### config.mk
export PLATFORM = sky130hd
export DESIGN_NAME = pdcr_regs
export DESIGN_NICKNAME = d
export VERILOG_FILES = /design/src/pdcr_pkg.sv /design/src/pdcr_field.sv /design/src/pdcr_rsvd.sv /design/src/pdcr_regs.sv
export SDC_FILE = /design/constraint.sdc
export NUM_CORES = 1
export LEC_CHECK = 0
export BUFFER_PORTS_ARGS = -buffer_cell sky130_fd_sc_hd__buf_2
export CAP_MARGIN = 20
export CORE_MARGIN = 3
export CORE_UTILIZATION = 49
export DETAILED_ROUTE_END_ITERATION = 10
export PLACE_DENSITY = 0.79
export SYNTH_ARGS = -nofsm -noshare
export SYNTH_HDL_FRONTEND = slang
export SYNTH_SLANG_ARGS = --single-unit
### constraint.sdc
create_clock -name clk -period 1.4 [get_ports clk]
set_clock_uncertainty 0.15 [all_clocks]
set_input_delay 0 -clock clk [delete_from_list [all_inputs] [get_ports clk]]
set_output_delay 0 -clock clk [all_outputs]
set_load 0.005 [all_outputs]
### src/pdcr_pkg.sv
// Package of offsets, field layouts and reset values for the divider configuration bank
package pdcr_pkg;
   localparam int          ADDR_W          = 8;
   localparam int          DATA_W          = 8;
   // ************************************************************
   // Byte offsets
   // ************************************************************
   localparam logic [7:0]  OFF_PROG_ENABLE = 8'h0A;
   localparam logic [7:0]  OFF_GEAR_REF    = 8'h0B;
   localparam logic [7:0]  OFF_GEAR_FB     = 8'h0C;
   localparam logic [7:0]  OFF_GEAR_OUT    = 8'h0D;
   localparam logic [7:0]  OFF_RSVD_A      = 8'h0E;
   localparam logic [7:0]  OFF_RSVD_B      = 8'h0F;
   localparam logic [7:0]  OFF_RSVD_C      = 8'h10;
   localparam logic [7:0]  OFF_UNITY_REF   = 8'h11;
   localparam logic [7:0]  OFF_UNITY_FB    = 8'h12;
   localparam logic [7:0]  OFF_UNITY_OUT   = 8'h13;
   localparam logic [7:0]  OFF_RSVD_D      = 8'h14;
   localparam logic [7:0]  OFF_FACTORY     = 8'h15;
   // ************************************************************
   // Field layouts
   // ************************************************************
   localparam int          PROG_EN_BIT     = 7;
   localparam int          M_W             = 6;
   localparam int          N_W             = 8;
   localparam int          POST_W          = 4;
   // ************************************************************
   // Reset values
   // ************************************************************
   localparam logic [7:0]  RST_ZERO        = 8'h00;
   localparam logic [5:0]  RST_M           = 6'h00;
   localparam logic [7:0]  RST_N           = 8'h00;
   localparam logic [3:0]  RST_POST        = 4'h0;
endpackage : pdcr_pkg

### src/pdcr_field.sv
// Read-write field register with a staged copy and an applied copy
`timescale 1ns/10ps
`default_nettype none
module pdcr_field #(
   parameter int          W   = 8,
   parameter logic [7:0]  RST = 8'h00
) (
   input  wire logic          clk,
   input  wire logic          rst,
   input  wire logic          wr_en,
   input  wire logic [W-1:0]  wr_data,
   input  wire logic          apply,
   output logic      [W-1:0]  staged,
   output logic      [W-1:0]  applied
);
   // Reset value is carried in one byte, so wider fields cannot be served
   if (W < 1 || W > 8) begin : g_bad_width
      $error("pdcr_field width must be 1..8");
   end

   always_ff @(posedge clk) begin
      if (rst) begin
         staged <= RST[W-1:0];
      end else if (wr_en) begin
         staged <= wr_data;
      end
   end

   // Applied copy follows the staged copy only while apply is high
   always_ff @(posedge clk) begin
      if (rst) begin
         applied <= RST[W-1:0];
      end else if (apply) begin
         applied <= staged;
      end
   end
endmodule // pdcr_field
`default_nettype wire

### src/pdcr_rsvd.sv
// Read decode of the reserved and fixed-zero byte offsets
`timescale 1ns/10ps
`default_nettype none
module pdcr_rsvd (
   input  wire logic [7:0]  addr,
   output logic             is_rsvd
);
   always_comb begin
      unique case (addr)
         pdcr_pkg::OFF_RSVD_A,
         pdcr_pkg::OFF_RSVD_B,
         pdcr_pkg::OFF_RSVD_C,
         pdcr_pkg::OFF_RSVD_D: is_rsvd = 1'b1;
         default:              is_rsvd = 1'b0;
      endcase
   end
endmodule // pdcr_rsvd
`default_nettype wire

### src/pdcr_regs.sv
// Divider configuration byte bank: M, N and post divider registers for both PLLs
`timescale 1ns/10ps
`default_nettype none
module pdcr_regs (
   input  wire logic        clk,
   input  wire logic        rst,
   input  wire logic        wr_en,
   input  wire logic [7:0]  addr,
   input  wire logic [7:0]  wr_data,
   output logic      [7:0]  rd_data,
   output logic             prog_enable,
   output logic      [5:0]  gear_m_div,
   output logic      [7:0]  gear_n_div,
   output logic      [3:0]  gear_post_divider_bit,
   output logic      [5:0]  unity_m_div,
   output logic      [7:0]  unity_n_div,
   output logic      [3:0]  unity_post_divider_bit,
   output logic      [7:0]  factory_test
);
   // ************************************************************
   // Write decode
   // ************************************************************
   logic            we_gm, we_gn, we_go, we_um, we_un, we_uo;
   logic [5:0]      gm_s, um_s;
   logic [7:0]      gn_s, un_s;
   logic [3:0]      go_s, uo_s;
   logic            is_rsvd;

   assign we_gm = wr_en && (addr == pdcr_pkg::OFF_GEAR_REF);
   assign we_gn = wr_en && (addr == pdcr_pkg::OFF_GEAR_FB);
   assign we_go = wr_en && (addr == pdcr_pkg::OFF_GEAR_OUT);
   assign we_um = wr_en && (addr == pdcr_pkg::OFF_UNITY_REF);
   assign we_un = wr_en && (addr == pdcr_pkg::OFF_UNITY_FB);
   assign we_uo = wr_en && (addr == pdcr_pkg::OFF_UNITY_OUT);

   always_ff @(posedge clk) begin
      if (rst) begin
         prog_enable <= 1'b0;
      end else if (wr_en && addr == pdcr_pkg::OFF_PROG_ENABLE) begin
         prog_enable <= wr_data[pdcr_pkg::PROG_EN_BIT];
      end
   end

   // factory byte held, never acted on
   always_ff @(posedge clk) begin
      if (rst) begin
         factory_test <= pdcr_pkg::RST_ZERO;
      end else if (wr_en && addr == pdcr_pkg::OFF_FACTORY) begin
         factory_test <= wr_data;
      end
   end

   // ************************************************************
   // Divider fields
   // ************************************************************
   // gear M in byte 11
   pdcr_field #(.W(pdcr_pkg::M_W), .RST(pdcr_pkg::RST_ZERO)) u_gm (
      .clk(clk), .rst(rst), .wr_en(we_gm), .wr_data(wr_data[5:0]),
      .apply(prog_enable), .staged(gm_s), .applied(gear_m_div));
   pdcr_field #(.W(pdcr_pkg::N_W), .RST(pdcr_pkg::RST_ZERO)) u_gn (
      .clk(clk), .rst(rst), .wr_en(we_gn), .wr_data(wr_data),
      .apply(prog_enable), .staged(gn_s), .applied(gear_n_div));
   // gear post divider; not gated by the M/N enable
   pdcr_field #(.W(pdcr_pkg::POST_W), .RST(pdcr_pkg::RST_ZERO)) u_go (
      .clk(clk), .rst(rst), .wr_en(we_go), .wr_data(wr_data[3:0]),
      .apply(1'b1), .staged(go_s), .applied(gear_post_divider_bit));
   pdcr_field #(.W(pdcr_pkg::M_W), .RST(pdcr_pkg::RST_ZERO)) u_um (
      .clk(clk), .rst(rst), .wr_en(we_um), .wr_data(wr_data[5:0]),
      .apply(prog_enable), .staged(um_s), .applied(unity_m_div));
   pdcr_field #(.W(pdcr_pkg::N_W), .RST(pdcr_pkg::RST_ZERO)) u_un (
      .clk(clk), .rst(rst), .wr_en(we_un), .wr_data(wr_data),
      .apply(prog_enable), .staged(un_s), .applied(unity_n_div));
   pdcr_field #(.W(pdcr_pkg::POST_W), .RST(pdcr_pkg::RST_ZERO)) u_uo (
      .clk(clk), .rst(rst), .wr_en(we_uo), .wr_data(wr_data[3:0]),
      .apply(1'b1), .staged(uo_s), .applied(unity_post_divider_bit));

   pdcr_rsvd u_rsvd (.addr(addr), .is_rsvd(is_rsvd));

   // ************************************************************
   // Read path, registered so the output comes from a flip-flop
   // ************************************************************
   always_ff @(posedge clk) begin
      if (rst) begin
         rd_data <= pdcr_pkg::RST_ZERO;
      end else if (is_rsvd) begin
         rd_data <= pdcr_pkg::RST_ZERO;
      end else begin
         unique case (addr)
            pdcr_pkg::OFF_PROG_ENABLE: rd_data <= {prog_enable, 7'h00};
            pdcr_pkg::OFF_GEAR_REF:    rd_data <= {2'h0, gm_s};
            pdcr_pkg::OFF_GEAR_FB:     rd_data <= gn_s;
            pdcr_pkg::OFF_GEAR_OUT:    rd_data <= {4'h0, go_s};
            pdcr_pkg::OFF_UNITY_REF:   rd_data <= {2'h0, um_s};
            pdcr_pkg::OFF_UNITY_FB:    rd_data <= un_s;
            pdcr_pkg::OFF_UNITY_OUT:   rd_data <= {4'h0, uo_s};
            pdcr_pkg::OFF_FACTORY:     rd_data <= factory_test;
            default:                   rd_data <= pdcr_pkg::RST_ZERO;
         endcase
      end
   end
endmodule // pdcr_regs
`default_nettype wire

# == Yosys cells after proc, flatten, opt, wreduce, memory -nomap -nowiden ==
# Cells that the tools add are included.
# op_classes
n_eq_ne,12
mux,2
n_reduce_logical,10
# op_table
op,count
$pmux 8 s8,1
$eq 8x4->1 const B,6
$eq 8x5->1 const B,6
$logic_and 1x1->1,8
$reduce_or 4->1,1
$reduce_or 2->1,1
$mux 1,1
# totals
ff_bits,89
inputBits,19
out_inout_bits,53
word_cells,39

# == Depth between registers and ports, before layout ==
# logic_depth
word_depth,4
depth_mapped,6
depth_no_buf,4

# == Modules after synthesis ==
# From an unflattened synthesis, not the netlist that was laid out.
# hier_totals
hier_cells,363
hier_area_um2,3683.5
# by_module_without_submodules
mod,instances,cells_per_inst,area_per_inst_um2,seq_area_each_um2
pdcr_field at u_gn ...,2,52,579.3,320.3
pdcr_regs,1,124,1057.3,340.3
pdcr_field at u_gm ...,2,39,432.9,240.2
pdcr_field at u_go ...,2,27,284.0,160.2
pdcr_rsvd,1,3,33.8,0.0

# == Least setup slack after synthesis ==
# OpenSTA, ideal clock, no wires.
# synth_timing
path_kind,reg2reg
start,register prog_enable
end,register u_gm.applied[1]
setup_ns,0.128
arrival_ns,1.142
t_required_ns,1.122
slack_ns,-0.019
path_stages_with_launch,5
n_path_buf,2
period_less_slack_ns,1.419
cell_sequence,dfxtp_1 -> buf_2 -> buf_2 -> mux2i_1 -> nor2_1
# synth_lines
item,line,source
from (decl),pdcr_regs.sv:11,"output logic prog_enable,"
from (signal assigned),pdcr_regs.sv:40,prog_enable <= wr_data[pdcr_pkg::PROG_EN_BIT];
to (signal assigned),pdcr_field.sv:32,applied <= RST[W-1:0];
to (signal assigned),pdcr_field.sv:34,applied <= staged;
to (decl),pdcr_field.sv:14,output logic [W-1:0] applied

# == Final worst setup path ==
# layout_timing
start,input port addr[2]
end,register prog_enable
# layout_via
elab_chain_cells,2
# layout_lines
item,line,source
from (decl),pdcr_regs.sv:8,"input wire logic [7:0] addr,"
$eq 8x4->1,pdcr_regs.sv:39,end else if (wr_en && addr == pdcr_pkg::OFF_PROG_ENABLE) begin
$logic_and 1x1->1,pdcr_regs.sv:39,
# No other way between the ends.
# A chain may end at the register's enable or synchronous reset.

==> impl_metrics.csv <==
group,metric,value,unit
run_status,status,"complete, no violations",
run,cap_violations,0,
floorplanning,core,6830,sq um
synth,ys_types,37,
worst_setup_path,critPathLaunchType,"input port",
cells_and_area,n_antenna_cell,0,
clocking,clock_path_buffers,2,
cells_and_area,layout-drive-gt1-share,26.2,%
synth,syn_area,3470,sq um
synth,synth_nets,356,
sta,slew_headroom,73.2,%
sta,fmax,760,MHz
detailed_routing,num_vias,2846,
floorplanning,die_x,90.1,um
synth,synth.largest_area_cell,"dfxtp_1",
power_and_ir_drop,p_leak,2.11,nW
detailed_routing,first_iter_violations,189,
global_routing,grt_pass1_wl,14300,um
sta,fin_crit,1.32,ns
clocking,numCtsBuffers,9,
clocking,clock_latency,0.35,ns
min_path,holdPathEnd,"prog_enable$_SDFFE_PP0P_",
global_routing,track_usage,21.9,%
floorplanning,start_util,50.8,%
synth,synth_top_area_share,51.4,%
global_routing,grt_max_degree,64,
sta,setup_viol,0,
worst_setup_path,timing.rr.end,"rd_data[7]$_SDFF_PP0_",
sta,rsz0062_at_grt,"false",
global_routing,antenna_found_initial,0,
synth,synthFlopType,"dfxtp_1",
clocking,cts.sink_count,89,
synth,ys_top_cells_by_area,"dfxtp_1 (51%), mux2i_1 (21%), nor2_1 (8.3%)",
synth,ys_ff_latch,89,
place,placed_cell_area,4070,sq um
floorplanning,die_y,90.1,um
global_routing,gr-total-overflow,0,
clocking,cts_resized,0,
clocking,clk_pin_slew,0.09,ns
sta,worstMarginPinSlew,0.401,ns
min_path,whs_path_depth,5,
synth,synth-seq-area-share,51.4,%
worst_setup_path,path_class,"in2reg",
synth,ys_warn_count,0,
sta,report.final.slew_viol_count,0,
floorplanning,rows,30,
worst_setup_path,worstPathRequired,1.49,ns
cells_and_area,nFillCells,567,
global_routing,first_global_vias,2813,
sta,fin_crit_sh,93.9,%
synth,synthArstFlopShare,0,%
worst_setup_path,cp.arrival,1.41,ns
synth,syn_inst,337,
min_path,hold_start,"addr[5]",
detailed_routing,drt_wl_total,8700,um
floorplanning,ios,72,
worst_setup_path,rr_worst_depth,3,
cells_and_area,design_area,4450,sq um
worst_setup_path,reg2reg_slack,0.18,ns
power_and_ir_drop,ir_drop,0.000513,V
cells_and_area,fin_util,65.1,%
clocking,cts_tree,"yes",
sta,finalHoldViolCount,0,
clocking,cts_root_buf,"clkbuf_8",
place,port_buffers,71,
clocking,htreeDepth,3,
detailed_routing,ant_nets,0,
synth,synth-edff-count,0,
worst_setup_path,cp_max_fo,11,
detailed_routing,route.detailed.drc,0,
cells_and_area,nets,456,
synth,syn_avg_cell_area,10.3,sq um
synth,yosys-top-cells-count,"dfxtp_1 (89), nor2_1 (77), mux2i_1 (73)",
min_path,hold_class,"in2reg",
worst_setup_path,r2r_start,"u_un.staged[7]$_SDFFE_PP0P_",
power_and_ir_drop,powerDensity,1060,nW/um^2
floorplanning,die_area,8120,sq um
cells_and_area,syn2layout_area_growth,28.2,%
detailed_routing,vias_per_cell,5.29,
place,place_hpwl,5970,um
worst_setup_path,cp-end-kind,"register",
detailed_routing,wl_per_cell,16.2,um
detailed_routing,dr.pass1.iters,4,
place,routabilityCongestion,0.893,
synth,yosysMostFrequentCell,"dfxtp_1",
[how the worst max path moves through the flow]
stage	slack (ns)	depth (start not counted)	to	start
4_1_cts	0.11	7	rd_data[2]$_SDFF_PP0_	addr[1]
5_1_grt	0.05	7	rd_data[2]$_SDFF_PP0_	addr[1]
6_report	0.08	5	prog_enable$_SDFFE_PP0P_	addr[2]
3_3_place_gp	-0.04	4	rd_data[5]$_SDFF_PP0_	addr[5]
2_1_floorplan	0.04	3	u_gm.applied[0]$_SDFFE_PP0P_	prog_enable$_SDFFE_PP0P_
3_5_place_dp	-0.06	4	rd_data[5]$_SDFF_PP0_	addr[5]
[layout by cell type (no fill, tap or decap), types with 2 or more instances in the layout]
cell            n
clkbuf_1        2
mux2i_1        73
nand3_2         2
bufinv_16       2
nand2_1         5
dlygate4sd3_1  15
nor3_1          2
or3_1           2
a32oi_1         2
dfxtp_1        88
nand3_1         2
a2bb2oi_1       4
nand4_2         2
a22o_1          2
a22oi_1        12
a21oi_1         3
nand4_1         2
buf_4          16
buf_12          4
buf_2          71
nor2b_1        14
nand2b_1        3
clkbuf_8       10
a31oi_1         4
a32o_1          2
mux2_2          4
nor2_1         77
[report_power, final]
group	total [mW]	switching [mW]	internal [mW]
clock	1.95	0.889	1.06
sequential	2.53	0.00153	2.53
combinational	0.239	0.139	0.0999
total	4.72	1.03	3.69
[sequential cells by signal (all words and copies together) (netlist names)]
signal	count
u_un.staged	8
u_uo.staged	4
u_gn.staged	8
prog_enable	1
u_go.staged	4
u_go.applied	4
u_uo.applied	4
u_gn.applied	8
u_gm.staged	6
factory_test	8
rd_data	8
u_un.applied	8
u_gm.applied	6
u_um.applied	6
u_um.staged	6
[worst max-delay path, cell delays in order]
cell,delay (ns)
buf_2,0.16
dlygate4sd3_1,0.62
nor4_1,0.34
mux2i_1,0.22
nor2_1,0.06
[cell type report]
cell class | instances | area [sq um] | area share (%)
flip-flops and latches | 89 | 1780 | 40.1
multi-input cells | 230 | 1610 | 36.3
repair buffers | 106 | 706 | 15.9
clock buffers | 12 | 145 | 3.26
well taps | 96 | 120 | 2.70
clock inverters | 4 | 76.3 | 1.72
inverters | 1 | 3.75 | 0.0844
[logic make-up (layout without fill, tap and decap cells)]
| group | count (synthesis) | count (layout) | synth area share, % |
|---|---|---|---|
| and+or+nand+nor | 121 | 121 | 17.0 |
| buffers and inverters | 18 | 123 | 2.13 |
| muxes | 77 | 77 | 22.4 |
| DFF | 89 | 89 | 51.4 |
| AOI/OAI and AO/OA | 32 | 32 | 7.11 |
[repair_timing]
action,in CTS,in global routing
endpoints found under the hold margin,78,0
buffers inserted,0,0
hold buffers,15,0
[metrics by stage]
step	hold slack, ns	cells	total power [mW]	worst slack, ns	setup TNS [ns]
finish	0.0190	538	4.72	0.0850	0
global route	0.0207	538	4.85	0.0462	0
CTS	0.000927	538	4.73	0.113	0
detailed placement	0.137	507	2.79	-0.0622	-0.594
global placement	0.124	507	2.79	-0.0356	-0.142
floorplan	-0.00606	337	2.69	0.0380	0
[layer usage]
layer | share of wire, % | GRT usage (%)
met1 | 46 | 28.6
met4 | 2.7 | 10.8
met5 | 0 | 0
met2 | 46 | 33.9
met3 | 5.7 | 5.19
Note: power is estimated with default switching activity, not from simulation.
